$ cat config.mk
export PLATFORM = sky130hd
export DESIGN_NAME = pdda_port
export DESIGN_NICKNAME = d
export VERILOG_FILES = /design/src/inc/pdda_pkg.sv /design/src/hdl/pdda_port.sv /design/src/hdl/pdda_sync.sv
export VERILOG_INCLUDE_DIRS = /design/src /design/src/inc
export SDC_FILE = /design/constraint.sdc
export NUM_CORES = 1
export LEC_CHECK = 0
export ABC_AREA = 1
export BUFFER_PORTS_ARGS = -buffer_cell sky130_fd_sc_hd__buf_4
export CORE_MARGIN = 5
export CORE_UTILIZATION = 45
export DETAILED_ROUTE_END_ITERATION = 16
export PLACE_DENSITY = 0.75
export SYNTH_ARGS = -nofsm -noshare
export SYNTH_HDL_FRONTEND = slang
export SYNTH_SLANG_ARGS = --single-unit
$ cat constraint.sdc
create_clock -name clk -period 1.22 [get_ports clk]
set_input_delay 0.061 -clock clk [delete_from_list [all_inputs] [get_ports clk]]
set_output_delay 0.061 -clock clk [all_outputs]
set_load 0.01 [all_outputs]
$ cat src/inc/pdda_regs.svh
`ifndef PDDA_REGS_SVH
`define PDDA_REGS_SVH
// ------------------------------------------------------------
// Port register map and reset values
// ------------------------------------------------------------
`define PDDA_ADDR_W         2
`define PDDA_SEL_LATCH      2'h0
`define PDDA_SEL_DIR        2'h1
`define PDDA_LATCH_RST      8'h00
`define PDDA_DIR_RST        8'h00
`define PDDA_DIR_READ_VALUE 8'hff
`define PDDA_UNMAPPED_READ  8'hff
`endif

$ cat src/inc/pdda_pkg.sv
package pdda_pkg;
   typedef logic [7:0] pdda_byte_t;
   typedef struct packed {
      logic       rd;
      logic       wr;
      logic [1:0] sel;
      pdda_byte_t wdata;
   } pdda_req_t;
endpackage

$ cat src/hdl/pdda_port.sv
// Behaviour
// - A read of the data location returns the synchronised pin level for input pins.
// - A read of the data location returns the latch bit for output pins.
// - A write to the data location loads all eight latch bits, input pins included.
// - An output pin drives its latch bit level.
// - A direction bit of one makes the pin an output, zero releases the driver.
// - The direction bits are write-only and their stored value is never read back.
// - A read of the direction location always returns all ones.
`include "pdda_regs.svh"
module pdda_port
   import pdda_pkg::*;
#(
   parameter int PINS = 8
) (
   // Clock and reset
   input  wire logic       clk,
   input  wire logic       rst_n,
   // CPU access
   input  wire pdda_req_t  req,
   output pdda_byte_t      rdata,
   // Port pins
   input  wire logic [7:0] pinIn,
   output logic      [7:0] pinOut,
   output logic      [7:0] pinOe_n
);
   // Byte-wide registers serve exactly eight pins
   if (PINS != 8) begin : g_pinsCheck
      $error("pdda_port serves exactly eight pins");
   end

   // ------------------------------------------------------------
   // Reset release
   // ------------------------------------------------------------
   logic rstMeta_r;
   logic rstSync_r;
   always_ff @(posedge clk or negedge rst_n) begin
      if (!rst_n) begin
         rstMeta_r <= 1'b0;
         rstSync_r <= 1'b0;
      end else begin
         rstMeta_r <= 1'b1;
         rstSync_r <= rstMeta_r;
      end
   end

   // ------------------------------------------------------------
   // Pin input synchroniser
   // ------------------------------------------------------------
   pdda_byte_t pinSync;
   pdda_sync #(.WIDTH(8)) uSync (
      .clk     (clk),
      .rst_n   (rstSync_r),
      .asyncIn (pinIn),
      .syncOut (pinSync)
   );

   // ------------------------------------------------------------
   // Latch and direction registers
   // ------------------------------------------------------------
   pdda_byte_t portOutputLatch_r;
   pdda_byte_t portOutputLatch_nxt;
   pdda_byte_t portDirectionControl_r;
   pdda_byte_t portDirectionControl_nxt;
   pdda_byte_t rdata_r;
   pdda_byte_t rdata_nxt;

   always_comb begin
      portOutputLatch_nxt      = portOutputLatch_r;
      portDirectionControl_nxt = portDirectionControl_r;
      if (req.wr && req.sel == `PDDA_SEL_LATCH) begin
         portOutputLatch_nxt = req.wdata;
      end
      if (req.wr && req.sel == `PDDA_SEL_DIR) begin
         portDirectionControl_nxt = req.wdata;
      end
   end

   // ------------------------------------------------------------
   // Read mux
   // ------------------------------------------------------------
   always_comb begin
      rdata_nxt = rdata_r;
      if (req.rd) begin
         case (req.sel)
            `PDDA_SEL_LATCH: begin
               // Per pin: latch for outputs, pin level for inputs
               rdata_nxt = (portDirectionControl_r & portOutputLatch_r)
                         | (~portDirectionControl_r & pinSync);
            end
            `PDDA_SEL_DIR: begin
               rdata_nxt = `PDDA_DIR_READ_VALUE;
            end
            default: begin
               rdata_nxt = `PDDA_UNMAPPED_READ;
            end
         endcase
      end
   end

   always_ff @(posedge clk or negedge rstSync_r) begin
      if (!rstSync_r) begin
         portOutputLatch_r      <= `PDDA_LATCH_RST;
         portDirectionControl_r <= `PDDA_DIR_RST;
         rdata_r                <= 8'h00;
      end else begin
         portOutputLatch_r      <= portOutputLatch_nxt;
         portDirectionControl_r <= portDirectionControl_nxt;
         rdata_r                <= rdata_nxt;
      end
   end

   // ------------------------------------------------------------
   // Pin drivers
   // ------------------------------------------------------------
   assign pinOut  = portOutputLatch_r;
   assign pinOe_n = ~portDirectionControl_r;
   assign rdata   = rdata_r;
endmodule // pdda_port

$ cat src/hdl/pdda_sync.sv
`include "pdda_regs.svh"
module pdda_sync #(
   parameter int WIDTH = 8
) (
   // Clock and reset
   input  wire logic             clk,
   input  wire logic             rst_n,
   // Data
   input  wire logic [WIDTH-1:0] asyncIn,
   output logic      [WIDTH-1:0] syncOut
);
   logic [WIDTH-1:0] stage1_r;
   logic [WIDTH-1:0] stage2_r;

   always_ff @(posedge clk or negedge rst_n) begin
      if (!rst_n) begin
         stage1_r <= '0;
         stage2_r <= '0;
      end else begin
         stage1_r <= asyncIn;
         stage2_r <= stage1_r;
      end
   end
   assign syncOut = stage2_r;
endmodule // pdda_sync

# == Word level (Yosys, flattened, before mapping) ==
# Index checks and enable logic that the tools add are counted.
# classes
n_bitwise,4
reduce_logical,3
muxes,1
n_eq_ne,1
# op_table
cell,n
AND 8 bit,2
2-to-1 mux 8 bit,1
NOT 8 bit,1
bitwise OR 8 bit,1
"== test 2 x 1 -> 1 bit, second input constant",1
logical AND 1 bit,2
logical NOT 2 bit,1
# word_totals
register_bits,42
inputBits,22
elab_cells,16
output_inout_bits,24

# == Longest topological paths before layout ==
# depth
word_depth,4
depth_mapped,5
depth_no_buf,5

# == Hierarchy ==
# From an unflattened synthesis, not the netlist that was laid out.
# unflattened
hier_cells,155
area_unflattened_um2,1564.0
# modules_own_cells
mod,cells_each,seq_area_each_um2,area_each_um2,instances
pdda_port,139,650.6,1163.6,1
pdda_sync,16,400.4,400.4,1

# == Worst setup path after synthesis ==
# OpenSTA, ideal clock, no wires.
# synth_path
path_type,register to register
from,register portOutputLatch_r[0] (netlist: pinOut[0])
to,register rdata_r[0] (netlist: rdata[0])
n_path_buf,0
path_stages_with_launch,5
slack_ns,0.462
required_ns,1.103
setup_time_ns,0.117
arrival_time_ns,0.641
synth_period_minus_slack_ns,0.758
path_cell_list,dfrtp_1 > nand2_1 > nand2_1 > nor2_1 > nor2_1
# synth_between
elab_chain_cells,3
# synth_rtl
element,line_no,rtl
start: declaration,pdda_port.sv:60,pdda_byte_t portOutputLatch_r;
start signal: assignment,pdda_port.sv:102,portOutputLatch_r <= `PDDA_LATCH_RST;
start signal: assignment,pdda_port.sv:106,portOutputLatch_r <= portOutputLatch_nxt;
AND 8 bit,pdda_port.sv:87,rdata_nxt = (portDirectionControl_r & portOutputLatch_r)
bitwise OR 8 bit,pdda_port.sv:88,| (~portDirectionControl_r & pinSync);
2-to-1 mux 8 bit,pdda_port.sv:84,case (req.sel)
end signal: assignment,pdda_port.sv:108,rdata_r <= rdata_nxt;
end: declaration,pdda_port.sv:64,pdda_byte_t rdata_r;
# No other way between the ends.
# A chain may end at the register's enable or synchronous reset.

# == Final worst setup path ==
# layout_path
from,register portDirectionControl_r[6]
to,output pinOe_n[6]
# layout_between
elab_chain_cells,1
# layout_rtl
element,line_no,rtl
start: declaration,pdda_port.sv:62,pdda_byte_t portDirectionControl_r;
start signal: assignment,pdda_port.sv:103,portDirectionControl_r <= `PDDA_DIR_RST;
start signal: assignment,pdda_port.sv:107,portDirectionControl_r <= portDirectionControl_nxt;
NOT 8 bit,pdda_port.sv:116,assign pinOe_n = ~portDirectionControl_r;
end: declaration,pdda_port.sv:24,output logic [7:0] pinOe_n
# No other way between the ends.

==> flow_summary.json <==
{
  "cts_buffer_depth": 2,
  "crit_required_ns": 1.16,
  "area_growth_pct": 39.28,
  "place.gp.congestion": 0.7525,
  "vias": 1222,
  "fillers": 290,
  "ys_types": 13,
  "cts-root-buf": "clkbuf_4",
  "max_stage_delay_ns": 0.42,
  "regArea_mm2": 0.001052,
  "synth_most_common_cell": "nand2_1",
  "synth_nets": 177,
  "vdd_drop_max_mv": 0.7422,
  "vias_per_cell": 4.560,
  "numCtsBuffers": 5,
  "cap_violations": 0,
  "rsz0062_at_grt": "false",
  "drc": 0,
  "fp.dieW_um": 68.96,
  "synthArstFlopShare": 1.000,
  "synth_common_cells": "nand2_1 (48), dfrtp_1 (42), nor2_1 (24), inv_1 (17)",
  "crit_family": "flip-flops",
  "fin_cells": 268,
  "drv_slew": 0,
  "cts_sinks": 42,
  "grt_pass1_wl_mm": 5.865,
  "synth.top_cell.area_share": 0.6720,
  "hpwlAfterDp_mm": 2.335,
  "synth_seq_cells": 42,
  "grt_usage": 0.1735,
  "syn_area_mm2": 0.001564,
  "post-cts-setup-buffers": 0,
  "max_freq_ghz": 0.9571,
  "hold_violations": 0,
  "tritoncts": "yes",
  "firstDrtPassIters": 4,
  "layout-drive-gt1-share": 0.2928,
  "status": "completed",
  "clock_latency_ns": 0.35,
  "fin_crit_ns": 1.045,
  "arrival_ns": 0.98,
  "synth_edf_count": 0,
  "crit_type": "reg -> out",
  "power.leakage_nw": 1.093,
  "fp.dieArea_mm2": 0.004755,
  "synth.area.top_cells": "dfrtp_1 (67%), nand2_1 (12%), nor2_1 (5.8%)",
  "yosysTopAreaCell": "dfrtp_1",
  "crit_chain": "inv_1 > buf_4",
  "period_share": 0.8564,
  "wl_mm": 3.325,
  "drtAntennaViolNets": 0,
  "hp-class": "in -> async",
  "pin_count": 46,
  "diodes": 0,
  "power_density_mw_per_mm2": 1334,
  "core_mm2": 0.003363,
  "setup_viol": 0,
  "synthCells": 155,
  "dp_cells": 243,
  "die-height_um": 68.96,
  "overflow": 0,
  "skew_ns": 0.007485,
  "slowest_stage": "dfrtp_1",
  "htreeDepth": 2,
  "yosysSeqAreaShare": 0.6720,
  "startpoint_type": "flip-flop",
  "multi_input_comb_area_um2": 416.7,
  "antenna_found_initial": 0,
  "avgRoutedWirePerCell_um": 12.41,
  "io_buffer_count": 45,
  "grt_max_degree": 26,
  "grt_pass1_vias": 1308,
  "layout.nets": 243,
  "rows": 21,
  "cts.clk_slew.worst_paths_ns": 0.12,
  "drt_iter0_markers": 60,
  "worstPathMaxFanout": 3,
  "ys.flop_type": "dfrtp_1",
  "yosysWarnings": 0,
  "crit_buf_inv": 2,
  "fin_setup_tns_ns": 0,
  "worstSetupEndpointType": "primary output",
  "start_util": 0.4650,
  "syn_avg_cell_area_um2": 10.09
}
through the flow:
step                utilization  power (mW)  worst slack, ns  hold slack, ns  cell area, µm²
CTS                      0.6477       2.949           0.1621        0.008103            2178
detailed placement       0.5792       2.195           0.2761         -0.1537            1948
global placement         0.5792       2.173           0.3114         -0.1570            1948
finish                   0.6477       2.907           0.1752         0.03018            2178
global route             0.6477       3.097          0.09885         0.02300            2178
floorplan                     -       1.897           0.4622         -0.2346            1565
cells in the final DEF, fill, tap and decap left out:
| cell | instances |
|---|---|
| buf_12 | 1 |
| clkbuf_8 | 1 |
| dfrtp_1 | 41 |
| clkbuf_4 | 5 |
| nor2_4 | 1 |
| nor2_1 | 24 |
| buf_4 | 45 |
| nand2_1 | 48 |
| conb_1 | 1 |
| clkinv_2 | 1 |
| o21ai_0 | 8 |
| inv_1 | 17 |
| nand3_2 | 1 |
| o21ai_2 | 8 |
| nand2_4 | 1 |
| clkbuf_1 | 1 |
| dlygate4sd3_1 | 17 |
| dfrtp_2 | 1 |
report_power, final:
part	total [mW]	switching (mW)	internal, mW	leakage, nW
combinational	0.571	0.275	0.296	0.573
clock	0.702	0.423	0.280	0.0353
sequential	1.63	0.105	1.53	0.485
kinds of logic after synthesis:
group / after synthesis / share of synthesized area
flops: 42 / 0.6720
buf+inv: 21 / 0.06159
simple gates: 75 / 0.1936
other cells: 1 / 0.002398
compound gates: 16 / 0.07040
state kept, by name, summed over array words and instances (netlist names):
signal / flops
rdata: 8
pinOut: 8
uSync.stage1_r: 8
uSync.syncOut: 8
portDirectionControl_r: 8
rstSync_r: 1
rstMeta_r: 1
area by class of cell:
cell class                 count  share of cell area
inverter                      17             0.02929
clock inverter                 1            0.002298
tap                           46             0.02642
sequential                    42              0.4831
clock buffer                   7             0.02527
timing repair buffer          63              0.2424
multi-input combinational     92              0.1913
path summary, 6_finish.rpt:
| check | end | depth (start not counted) | slack (ns) | startpoint |
|---|---|---|---|---|
| min in group clk | rdata[6] | 3 | 0.06 | req[11] |
| worst max-delay path | pinOe_n[6] | 2 | 0.18 | portDirectionControl_r[6] |
| max in group asynchronous | pinOut[3] | 1 | 0.59 | rstSync_r |
| worst min register to register | uSync.syncOut[1] | 0 | 0.19 | rstSync_r |
| worst min-delay path | rstSync_r | 2 | 0.03 | rst_n |
| worst max register to register | rdata[0] | 4 | 0.37 | pinOut[0] |
routing by layer:
| layer | share of wire | up-vias | global-route usage | wire (µm) |
|---|---|---|---|---|
| met5 | 0 | - | 0 | 0 |
| met4 | 0.026 | 0 | 0.08759 | 86 |
| met3 | 0.080 | 9 | 0.07293 | 265 |
| met2 | 0.50 | 39 | 0.2786 | 1650 |
| met1 | 0.40 | 574 | 0.1977 | 1323 |
| li1 | - | 600 | - | - |
timing repair:
action	CTS	global route
hold endpoints to repair	19	0
gates resized for setup	0	0
hold buffers	17	0
(Power assumes the default switching activity.)
